[config.mk]
export PLATFORM = sky130hd
export DESIGN_NAME = rxwcs_ctrl
export DESIGN_NICKNAME = d
export VERILOG_FILES = /design/src/core/rxwcs_ctrl.v /design/src/core/rxwcs_fall_detect.v
export VERILOG_INCLUDE_DIRS = /design/src /design/src/core
export SDC_FILE = /design/constraint.sdc
export NUM_CORES = 1
export LEC_CHECK = 0
export BUFFER_PORTS_ARGS = -buffer_cell sky130_fd_sc_hd__buf_4
export CAP_MARGIN = 15
export CORE_ASPECT_RATIO = 0.6
export CORE_MARGIN = 3
export CORE_UTILIZATION = 55
export DETAILED_ROUTE_END_ITERATION = 6
export GPL_TIMING_DRIVEN = 1
export PLACE_DENSITY_LB_ADDON = 0.2
export SLEW_MARGIN = 40
export SYNTH_ARGS = -nofsm -noshare
export SYNTH_HDL_FRONTEND = slang
export SYNTH_SLANG_ARGS = --single-unit
[constraint.sdc]
create_clock -name ref_clk -period 4.6 [get_ports ref_clk]
set_clock_uncertainty 0.1 [all_clocks]
set_input_delay 0.23 -clock ref_clk [delete_from_list [all_inputs] [get_ports ref_clk]]
set_output_delay 0.23 -clock ref_clk [all_outputs]
set_load 0.01 [all_outputs]
[src/core/rxwcs_defines.vh]
// Constants for the receiver wake-up and carrier-sense control block
`ifndef RXWCS_DEFINES_VH
`define RXWCS_DEFINES_VH

// Clock
`define RXWCS_CLK_MHZ 125
`define RXWCS_CLK_HZ 125000000

// Carrier sense
`define RXWCS_CS_OFFSET 8'h08
`define RXWCS_LEVEL_W 5
`define RXWCS_RSSI_W 8

// Status pin source codes
`define RXWCS_PIN_SEL_W 4
`define RXWCS_PIN_SEL_CARRIER 4'h4
`define RXWCS_PIN_SEL_DEMOD_CLK 4'hd

// Power-down mode
`define RXWCS_POWERDOWN_MODE_SELECT_W 2
`define RXWCS_POWERDOWN_MODE_SELECT_SEQ 2'h3

// Calibration interval codes
`define RXWCS_CAL_EVERY 2'h0
`define RXWCS_CAL_16TH 2'h1
`define RXWCS_CAL_256TH 2'h2
`define RXWCS_CAL_NEVER 2'h3

// Sequencer wait granularity
`define RXWCS_WAIT_UNIT_NS 1000
`define RXWCS_WAIT_UNIT_CYC ((`RXWCS_WAIT_UNIT_NS * `RXWCS_CLK_MHZ) / 1000)
`define RXWCS_TIMER_W 12

// Demodulator sample clock
`define RXWCS_SAMPLES_PER_BAUD 8
`define RXWCS_MIN_BAUD 1000
`define RXWCS_MAX_SAMPLE_CYC (`RXWCS_CLK_HZ / (`RXWCS_SAMPLES_PER_BAUD * `RXWCS_MIN_BAUD))
`define RXWCS_PERIOD_W 14
`define RXWCS_MIN_SAMPLE_CYC 14'h0002

// Frequency readings
`define RXWCS_FREQUENCY_WORD_W 8
`define RXWCS_FILT_FRAC 3
`define RXWCS_AVG_LEN_LOG2 3

`endif

[src/core/rxwcs_ctrl.v]
// Receiver carrier sense, wake-up sequencer and frequency readouts
//
// Summary of operation
// - Carrier detect compares averaged signal strength with a 5-bit threshold per gain setting.
// - Carrier detect asserts when strength exceeds threshold plus 8, latch mode zero.
// - Current carrier detect is readable as a status flag.
// - Status pin source 0100 drives carrier detect onto the status pin.
// - Status pin source 1101 drives the demodulator sample clock onto the pin.
// - Power-down mode 11 selects automatic power-up sequencing controls.
// - Sleep request write of 1 puts the sequencer in power-down awaiting wake.
// - Wake source 1 starts the sequence on serial select falling edge.
// - Wake source 0 uses data pin falling edge, only with split data pins.
// - After wake, receiver powers up, checks carrier, returns to sleep if none.
// - Settling wait from 3-bit field, carrier wait from 4-bit field.
// - Calibration every sequence, every 16th, every 256th, or never.
// - Average frequency offset is signed 8-bit, one unit is baud over 16.
// - Offset reading is valid for FSK and GFSK only, not on-off keying.
// - Instantaneous frequency is signed 8-bit, one unit is baud over 8.
// - Instantaneous reading updates once per sample clock, eight times baud.
// - Lowest baud rate is 1 kBaud, bounding the slowest sample clock.
// - Demodulation filter cut-off sits at 0.6 times the baud rate.
`include "rxwcs_defines.vh"

module rxwcs_ctrl #(
  parameter MAX_SAMPLE_CYC = `RXWCS_MAX_SAMPLE_CYC,
  parameter WAIT_UNIT_CYC = `RXWCS_WAIT_UNIT_CYC
) (
  // Clock and reset
  input wire ref_clk,
  input wire sys_rst,
  // Signal strength from the gain loop
  input wire [7:0] rssi_avg,
  input wire rssi_valid,
  // Carrier sense configuration
  input wire [4:0] cs_threshold,
  input wire [4:0] max_gain,
  input wire detect_latch_mode,
  // Status pin
  input wire [3:0] status_pin_select,
  output reg status_pin,
  output reg carrier_sense,
  // Sequencer configuration
  input wire [1:0] powerdown_mode_select,
  input wire sequencer_sleep_request,
  input wire wake_source_select,
  input wire split_data_pins,
  input wire [2:0] rx_wait,
  input wire [3:0] cs_wait,
  input wire [1:0] calibration_interval,
  // Wake pins
  input wire serial_select_pin,
  input wire data_inout_pin,
  // Receiver and calibration control
  output reg rx_power_en,
  output reg cal_start,
  input wire cal_done,
  output reg seq_powered_down,
  output reg [2:0] seq_state,
  // Demodulator timing and frequency
  input wire [13:0] sample_period,
  input wire [7:0] inst_frequency_word_in,
  input wire fsk_mode,
  output reg demod_sample_clock,
  output reg demod_sample_tick,
  output reg [7:0] inst_frequency_word_reading,
  output reg [7:0] frequency_word_offset_reading
);

  localparam ST_IDLE = 3'h0;
  localparam ST_SLEEP = 3'h1;
  localparam ST_CAL = 3'h2;
  localparam ST_SETTLE = 3'h3;
  localparam ST_CS_WAIT = 3'h4;
  localparam ST_RX_ON = 3'h5;

  localparam [`RXWCS_TIMER_W-1:0] UNIT = WAIT_UNIT_CYC[`RXWCS_TIMER_W-1:0];
  localparam [13:0] MAX_PERIOD = MAX_SAMPLE_CYC[13:0];

  // ---------------------------------------------------------------
  // Carrier sense
  // ---------------------------------------------------------------
  reg [4:0] gain_seen;
  wire [7:0] cs_limit;
  wire cs_above;

  assign cs_limit = {3'h0, cs_threshold} + `RXWCS_CS_OFFSET;
  assign cs_above = rssi_avg > cs_limit;

  // A gain change makes the old strength meaningless, so the flag drops
  always @(posedge ref_clk or posedge sys_rst) begin
    if (sys_rst) begin
      gain_seen <= 5'h00;
      carrier_sense <= 1'b0;
    end else begin
      gain_seen <= max_gain;
      if (gain_seen != max_gain) begin
        carrier_sense <= 1'b0;
      end else if (rssi_valid && !detect_latch_mode) begin
        carrier_sense <= cs_above;
      end
    end
  end

  // ---------------------------------------------------------------
  // Demodulator sample clock, eight samples per baud
  // ---------------------------------------------------------------
  reg [13:0] smp_cnt;
  reg [13:0] period_eff;

  // Clamp keeps the rate at or above the slowest legal baud
  always @* begin
    if (sample_period > MAX_PERIOD) begin
      period_eff = MAX_PERIOD;
    end else if (sample_period < `RXWCS_MIN_SAMPLE_CYC) begin
      period_eff = `RXWCS_MIN_SAMPLE_CYC;
    end else begin
      period_eff = sample_period;
    end
  end

  always @(posedge ref_clk or posedge sys_rst) begin
    if (sys_rst) begin
      smp_cnt <= 14'h0000;
      demod_sample_tick <= 1'b0;
      demod_sample_clock <= 1'b0;
    end else begin
      if (smp_cnt >= period_eff - 14'h0001) begin
        smp_cnt <= 14'h0000;
        demod_sample_tick <= 1'b1;
      end else begin
        smp_cnt <= smp_cnt + 14'h0001;
        demod_sample_tick <= 1'b0;
      end
      demod_sample_clock <= smp_cnt < {1'b0, period_eff[13:1]};
    end
  end

  // ---------------------------------------------------------------
  // Demodulation filter and instantaneous frequency
  // ---------------------------------------------------------------
  // First-order low-pass, gain 3/8 per sample; at eight samples per
  // baud this puts the cut-off close to 0.6 baud without a multiplier
  reg signed [10:0] filt_acc;
  wire signed [10:0] filt_in;
  wire signed [11:0] filt_diff;
  wire signed [13:0] filt_diff3;
  wire signed [13:0] filt_step;
  wire signed [10:0] next_filt;

  assign filt_in = {inst_frequency_word_in, 3'h0};
  assign filt_diff = {filt_in[10], filt_in} - {filt_acc[10], filt_acc};
  assign filt_diff3 = {filt_diff[11], filt_diff, 1'b0} + {{2{filt_diff[11]}}, filt_diff};
  assign filt_step = filt_diff3 >>> `RXWCS_FILT_FRAC;
  assign next_filt = filt_acc + filt_step[10:0];

  always @(posedge ref_clk or posedge sys_rst) begin
    if (sys_rst) begin
      filt_acc <= 11'h000;
      inst_frequency_word_reading <= 8'h00;
    end else if (demod_sample_tick) begin
      filt_acc <= next_filt;
      inst_frequency_word_reading <= next_filt[10:3];
    end
  end

  // ---------------------------------------------------------------
  // Average frequency offset: eight readings summed, scaled to baud/16
  // ---------------------------------------------------------------
  reg signed [10:0] avg_sum;
  reg [2:0] avg_cnt;
  wire signed [10:0] avg_total;
  wire signed [10:0] avg_scaled;

  assign avg_total = avg_sum + {{3{inst_frequency_word_reading[7]}}, inst_frequency_word_reading};
  // Sum/8 in baud/8 units is sum/4 in baud/16 units
  assign avg_scaled = avg_total >>> (`RXWCS_AVG_LEN_LOG2 - 1);

  // Reading is left untouched outside FSK since OOK gives no usable offset
  always @(posedge ref_clk or posedge sys_rst) begin
    if (sys_rst) begin
      avg_sum <= 11'h000;
      avg_cnt <= 3'h0;
      frequency_word_offset_reading <= 8'h00;
    end else if (demod_sample_tick) begin
      if (!fsk_mode) begin
        avg_sum <= 11'h000;
        avg_cnt <= 3'h0;
      end else if (avg_cnt == 3'h7) begin
        avg_sum <= 11'h000;
        avg_cnt <= 3'h0;
        if (avg_scaled > 11'sh07f) begin
          frequency_word_offset_reading <= 8'h7f;
        end else if (avg_scaled < -11'sh080) begin
          frequency_word_offset_reading <= 8'h80;
        end else begin
          frequency_word_offset_reading <= avg_scaled[7:0];
        end
      end else begin
        avg_sum <= avg_total;
        avg_cnt <= avg_cnt + 3'h1;
      end
    end
  end

  // ---------------------------------------------------------------
  // Status pin routing
  // ---------------------------------------------------------------
  always @(posedge ref_clk or posedge sys_rst) begin
    if (sys_rst) begin
      status_pin <= 1'b0;
    end else begin
      case (status_pin_select)
        `RXWCS_PIN_SEL_CARRIER: begin
          status_pin <= carrier_sense;
        end
        `RXWCS_PIN_SEL_DEMOD_CLK: begin
          status_pin <= demod_sample_clock;
        end
        default: begin
          status_pin <= 1'b0;
        end
      endcase
    end
  end

  // ---------------------------------------------------------------
  // Wake pins
  // ---------------------------------------------------------------
  // Each pin has its own synchroniser; selecting after the edge
  // detectors means a change of source never fakes an edge
  wire [1:0] pin_fall;
  wire wake_event;

  rxwcs_fall_detect #(
    .WIDTH(2)
  ) u_fall (
    .ref_clk(ref_clk),
    .sys_rst(sys_rst),
    .pin_raw({data_inout_pin, serial_select_pin}),
    .pin_fall(pin_fall)
  );

  assign wake_event = wake_source_select ? pin_fall[0] :
    (pin_fall[1] & split_data_pins);

  // ---------------------------------------------------------------
  // Automatic power-up sequencer
  // ---------------------------------------------------------------
  reg [2:0] next_state;
  reg [`RXWCS_TIMER_W-1:0] timer;
  reg [7:0] seq_count;
  wire seq_mode;
  reg cal_due;
  wire timer_done;
  wire [`RXWCS_TIMER_W-1:0] settle_cyc;
  wire [`RXWCS_TIMER_W-1:0] cs_cyc;

  assign seq_mode = powerdown_mode_select == `RXWCS_POWERDOWN_MODE_SELECT_SEQ;
  assign timer_done = timer == {`RXWCS_TIMER_W{1'b0}};

  // Waits are (field + 1) units so a zero field still settles briefly
  assign settle_cyc = ({9'h000, rx_wait} + 12'h001) * UNIT;
  assign cs_cyc = ({8'h00, cs_wait} + 12'h001) * UNIT;

  always @* begin
    case (calibration_interval)
      `RXWCS_CAL_EVERY: cal_due = 1'b1;
      `RXWCS_CAL_16TH: cal_due = seq_count[3:0] == 4'h0;
      `RXWCS_CAL_256TH: cal_due = seq_count == 8'h00;
      default: cal_due = 1'b0;
    endcase
  end

  always @* begin
    next_state = seq_state;
    if (!seq_mode) begin
      next_state = ST_IDLE;
    end else if (sequencer_sleep_request) begin
      next_state = ST_SLEEP;
    end else begin
      case (seq_state)
        ST_IDLE: begin
          next_state = ST_RX_ON;
        end
        ST_SLEEP: begin
          if (wake_event) begin
            next_state = cal_due ? ST_CAL : ST_SETTLE;
          end
        end
        ST_CAL: begin
          if (cal_done && !cal_start) begin
            next_state = ST_SETTLE;
          end
        end
        ST_SETTLE: begin
          if (timer_done) begin
            next_state = ST_CS_WAIT;
          end
        end
        ST_CS_WAIT: begin
          if (carrier_sense) begin
            next_state = ST_RX_ON;
          end else if (timer_done) begin
            next_state = ST_SLEEP;
          end
        end
        ST_RX_ON: begin
          next_state = ST_RX_ON;
        end
        default: begin
          next_state = ST_IDLE;
        end
      endcase
    end
  end

  always @(posedge ref_clk or posedge sys_rst) begin
    if (sys_rst) begin
      seq_state <= ST_IDLE;
      timer <= {`RXWCS_TIMER_W{1'b0}};
      seq_count <= 8'h00;
      cal_start <= 1'b0;
    end else begin
      seq_state <= next_state;
      cal_start <= 1'b0;
      if (next_state == ST_SETTLE && seq_state != ST_SETTLE) begin
        timer <= settle_cyc - 12'h001;
      end else if (next_state == ST_CS_WAIT && seq_state != ST_CS_WAIT) begin
        timer <= cs_cyc - 12'h001;
      end else if (!timer_done) begin
        timer <= timer - 12'h001;
      end
      if (seq_state == ST_SLEEP && next_state != ST_SLEEP && next_state != ST_IDLE) begin
        seq_count <= seq_count + 8'h01;
      end
      if (next_state == ST_CAL && seq_state != ST_CAL) begin
        cal_start <= 1'b1;
      end
    end
  end

  // Outside sequencing mode the receiver is powered by other means
  always @(posedge ref_clk or posedge sys_rst) begin
    if (sys_rst) begin
      rx_power_en <= 1'b0;
      seq_powered_down <= 1'b0;
    end else begin
      rx_power_en <= next_state == ST_SETTLE || next_state == ST_CS_WAIT ||
        next_state == ST_RX_ON;
      seq_powered_down <= next_state == ST_SLEEP;
    end
  end

endmodule // rxwcs_ctrl

[src/core/rxwcs_fall_detect.v]
// Per-bit two-stage synchroniser with falling-edge pulse
module rxwcs_fall_detect #(
  parameter WIDTH = 2
) (
  // Clock and reset
  input wire ref_clk,
  input wire sys_rst,
  // Raw pins and edge pulses
  input wire [WIDTH-1:0] pin_raw,
  output wire [WIDTH-1:0] pin_fall
);

  genvar i;
  generate
    for (i = 0; i < WIDTH; i = i + 1) begin : g_bit
      reg meta;
      reg sync;
      reg prev;
      // Reset to the idle high level so an idle pin gives no edge after reset
      always @(posedge ref_clk or posedge sys_rst) begin
        if (sys_rst) begin
          meta <= 1'b1;
          sync <= 1'b1;
          prev <= 1'b1;
        end else begin
          meta <= pin_raw[i];
          sync <= meta;
          prev <= sync;
        end
      end
      assign pin_fall[i] = prev & ~sync;
    end
  endgenerate

endmodule // rxwcs_fall_detect

==> results.md <==
- Io pins: 92
- Post-CTS setup buffer count: 0
- Ratio of final minimum period to clock period: 0.961
- Combinational family with the most area after synthesis: adder cells
- Post-synthesis adder-cell area fraction: 0.234
- Total of fill cells in the finished design: roughly 1,200
- Synthesized area per cell: 9.17 um^2
- Layout cell share with drive strength beyond 1: 0.170
- Critical path type: reg2reg
- H-tree depth: 3
- Final ANT Viol Nets: 0
- Clock root cell: clkbuf_16
- Detailed Route Iter0 Violations: 509
- Mux contribution to synthesized area: 0.0110
- Status: finished clean
- HP Class: in2reg
- Crit path capture type: flip-flop
- Most common cell in the netlist: ha_1
- Final setup violating endpoints: 0
- Critical-path maximum fanout: 3
- CTS Buf Count: 9
- Final Hold Fails: 0
- Pre-antenna DRT Iters: 4
- Tot GR Track Use: 0.242
- Post-route cell area: 9940 um^2
- Post-Synth Simple-Gate Area: 0.140
- Synth cell types: 77
- Die width: 165 um
- Dpl cell area: just over 9000 um^2
- Antenna diodes: 0
- Max-slew violations: 0
- Initial Util: 0.570
- FFs w/ async S/R, synth: 1.00
- Dominant cells by area after synthesis: dfrtp_1 (24%), ha_1 (19%), xnor2_1 (5.7%), xor2_1 (4.4%), fa_1 (3.8%)
- Post-synth EDFFs: 0
- CTS sink count: 88
- Yosys top cell area share: 0.245
- Yosys top cell by area: dfrtp_1
- Total congestion overflow: 0
- Prevailing post-synth register cell: dfrtp_1
- # rows: 34
- IO buf count: 91
- First-pass GRT wire length: 32.6 mm
- Synth Area in Compound Gates: 0.198
- Critical Path RT: 4.74 ns
- Vias per cell: between 5 and 6
- Die Area: 16,800 um^2
- Number of max-capacitance violations reported: 0
- Core area: 14,700 um^2
- Initial antenna violation count: 0
- XOR/XNOR Fraction of Synth Area: 0.103
- Final worst path period need: 4.42 ns
- HPWL after DPL: roughly 16 mm
- Clock Path Buffers: 2
- Relative slew slack: 0.433
- Yosys warnings: 0
- CTS clk-pin slew, worst paths: ~0.07 ns
- Vias in the first global route: roughly 6,300
- Sequential-to-total area share from yosys stat: 0.263
- Vias: 7,002
- Setup tns final: 0 ns
- Gp weighted congestion: 0.877
- Post-synthesis register bit count: 88
- Mapped Cells: 915
- Avg WL per Cell: ~17 um
- Synth top cells by count: ha_1 (125), dfrtp_1 (82), inv_1 (77)
- Clock latency at the later pin of the worst-skew pair: ~0.35 ns
- P&R area growth vs syn: 18.4%
- Syn Nets: 1,122
- Cell area after synthesis: approximately 8400 um^2
- Routed Wire Length: roughly 20 mm
- CTS tree: built
- Max Fclk: 0.226 GHz
- Worst Tran Pin Value: ~0.85 ns
- Fin nets: 1,228
- Largest net degree at the start of global routing: 56
- Final Hold Slack: 0.0763 ns
- Crit start category: flip-flop
- Core Util, Final: 0.675
- Drt drc: 0
- Die height: 102 um
- Arrival time at the worst endpoint: 4.56 ns
## layout by cell type (no fill, tap or decap), drive strengths merged, types with 4 or more instances in the layout
| cell type | synthesis | routed |
|---|---|---|
| a2111oi | 5 | 5 |
| a211oi | 23 | 23 |
| a21boi | 4 | 4 |
| a21o | 23 | 23 |
| a21oi | 50 | 50 |
| a31o | 5 | 5 |
| a31oi | 9 | 9 |
| and2 | 7 | 7 |
| and3 | 5 | 5 |
| and4 | 4 | 4 |
| buf | 10 | 111 |
| clkbuf | 15 | 10 |
| dfrtp | 82 | 82 |
| dfstp | 6 | 6 |
| dlygate4sd3 | 0 | 9 |
| fa | 16 | 16 |
| ha | 125 | 125 |
| inv | 77 | 77 |
| maj3 | 8 | 8 |
| mux2i | 7 | 7 |
| nand2 | 54 | 54 |
| nand2b | 10 | 10 |
| nand3 | 22 | 22 |
| nand4 | 8 | 8 |
| nor2 | 52 | 52 |
| nor2b | 12 | 12 |
| nor3 | 16 | 16 |
| nor3b | 6 | 6 |
| nor4 | 11 | 11 |
| o2111ai | 4 | 4 |
| o211ai | 5 | 5 |
| o21a | 14 | 14 |
| o21ai | 57 | 57 |
| o21bai | 6 | 6 |
| o22ai | 7 | 7 |
| o2bb2ai | 10 | 10 |
| or3 | 4 | 4 |
| xnor2 | 56 | 56 |
| xor2 | 42 | 42 |
## routing by layer
layer	wire (um)	global-route usage
met5	0	0
met4	85	0.0313
met3	1460	0.0503
met2	7760	0.318
met1	11000	0.405
## layout make-up
class | count | area, um^2 | area share
Clock inverter | 6 | 118 | 0.0118
Timing Repair Buffer | 120 | 923 | 0.0929
Clock buffer | 10 | 229 | 0.0230
Tap cell | 198 | 248 | 0.0249
Multi-Input combinational cell | 725 | 5920 | 0.595
Sequential cell | 88 | 2210 | 0.223
Inverter | 77 | 290 | 0.0292
## flip-flops by register name, summed over array words and instances, names as in the netlist
name / count
smp_cnt: 14
timer: 12
avg_sum: 11
frequency_word_offset_reading: 8
inst_frequency_word_reading: 8
seq_count: 8
gain_seen: 5
avg_cnt: 3
filt_acc: 3
seq_state: 3
u_fall.g_bit.meta: 2
u_fall.g_bit.prev: 2
u_fall.g_bit.sync: 2
cal_start: 1
carrier_sense: 1
demod_sample_clock: 1
demod_sample_tick: 1
rx_power_en: 1
seq_powered_down: 1
status_pin: 1
## critical path, cell delays in order (launching register included)
cell	delay (ns)
dfrtp_1	0.40
inv_2	0.09
ha_4	0.21
nor2b_1	0.14
a31o_2	0.28
a221oi_1	0.44
o311ai_2	0.19
inv_1	0.10
ha_1	0.27
nand3_2	0.09
nand2b_1	0.09
a21o_1	0.20
maj3_1	0.36
xor2_1	0.16
ha_1	0.34
and3_4	0.20
a2111oi_4	0.29
xor2_1	0.17
nor2_1	0.06
xnor2_1	0.15
## path summary, 6_finish.rpt
check / slack, ns / startpoint / cells past startpoint / end
worst max register to register: 0.18 / inst_frequency_word_reading[0]$_DFFE_PP0P_ / 19 / inst_frequency_word_reading[7]$_DFFE_PP0P_
worst min-delay path: 0.08 / fsk_mode / 3 / avg_cnt[2]$_DFFE_PP0P_
max in group asynchronous: 2.79 / sys_rst / 4 / demod_sample_tick$_DFF_PP0_
worst max-delay path: 0.18 / inst_frequency_word_reading[0]$_DFFE_PP0P_ / 19 / inst_frequency_word_reading[7]$_DFFE_PP0P_
min in group asynchronous: 0.43 / sys_rst / 3 / inst_frequency_word_reading[4]$_DFFE_PP0P_
worst min register to register: 0.26 / u_fall.g_bit[0].meta$_DFF_PP1_ / 0 / u_fall.g_bit[0].sync$_DFF_PP1_
## stage by stage
| stage | instances | worst slack, ns |
|---|---|---|
| 2_1_floorplan | 915 | 0.0853 |
| 3_3_place_gp | 1198 | 0.0994 |
| 3_5_place_dp | 1199 | -0.113 |
| 4_1_cts | 1224 | 0.0314 |
| 5_1_grt | 1224 | -0.0241 |
| 6_report | 1224 | 0.180 |
## kinds of logic (layout without fill, tap and decap cells)
logic type                 count (synthesis)  in the layout
buffers and inverters                    102            213
muxes                                      9              9
DFF                                       88             88
xor gates and xnor gates                  98             98
adders and majority gates                149            149
AOI/OAI and AO/OA                        243            243
and+or+nand+nor                          226            226
## repair_timing
action | 4_1_cts | 5_1_grt
resized for setup | 3 | 28
hold endpoints to repair | 35 | 0
endpoints found under the setup margin | 1 | 2
hold buffers | 9 | 0
cloned | 0 | 0
pin swaps | 1 | 2
Power is left out: the tool's default activity adds up to more than one toggle a clock period on the data nets, which glitch-free logic cannot reach.
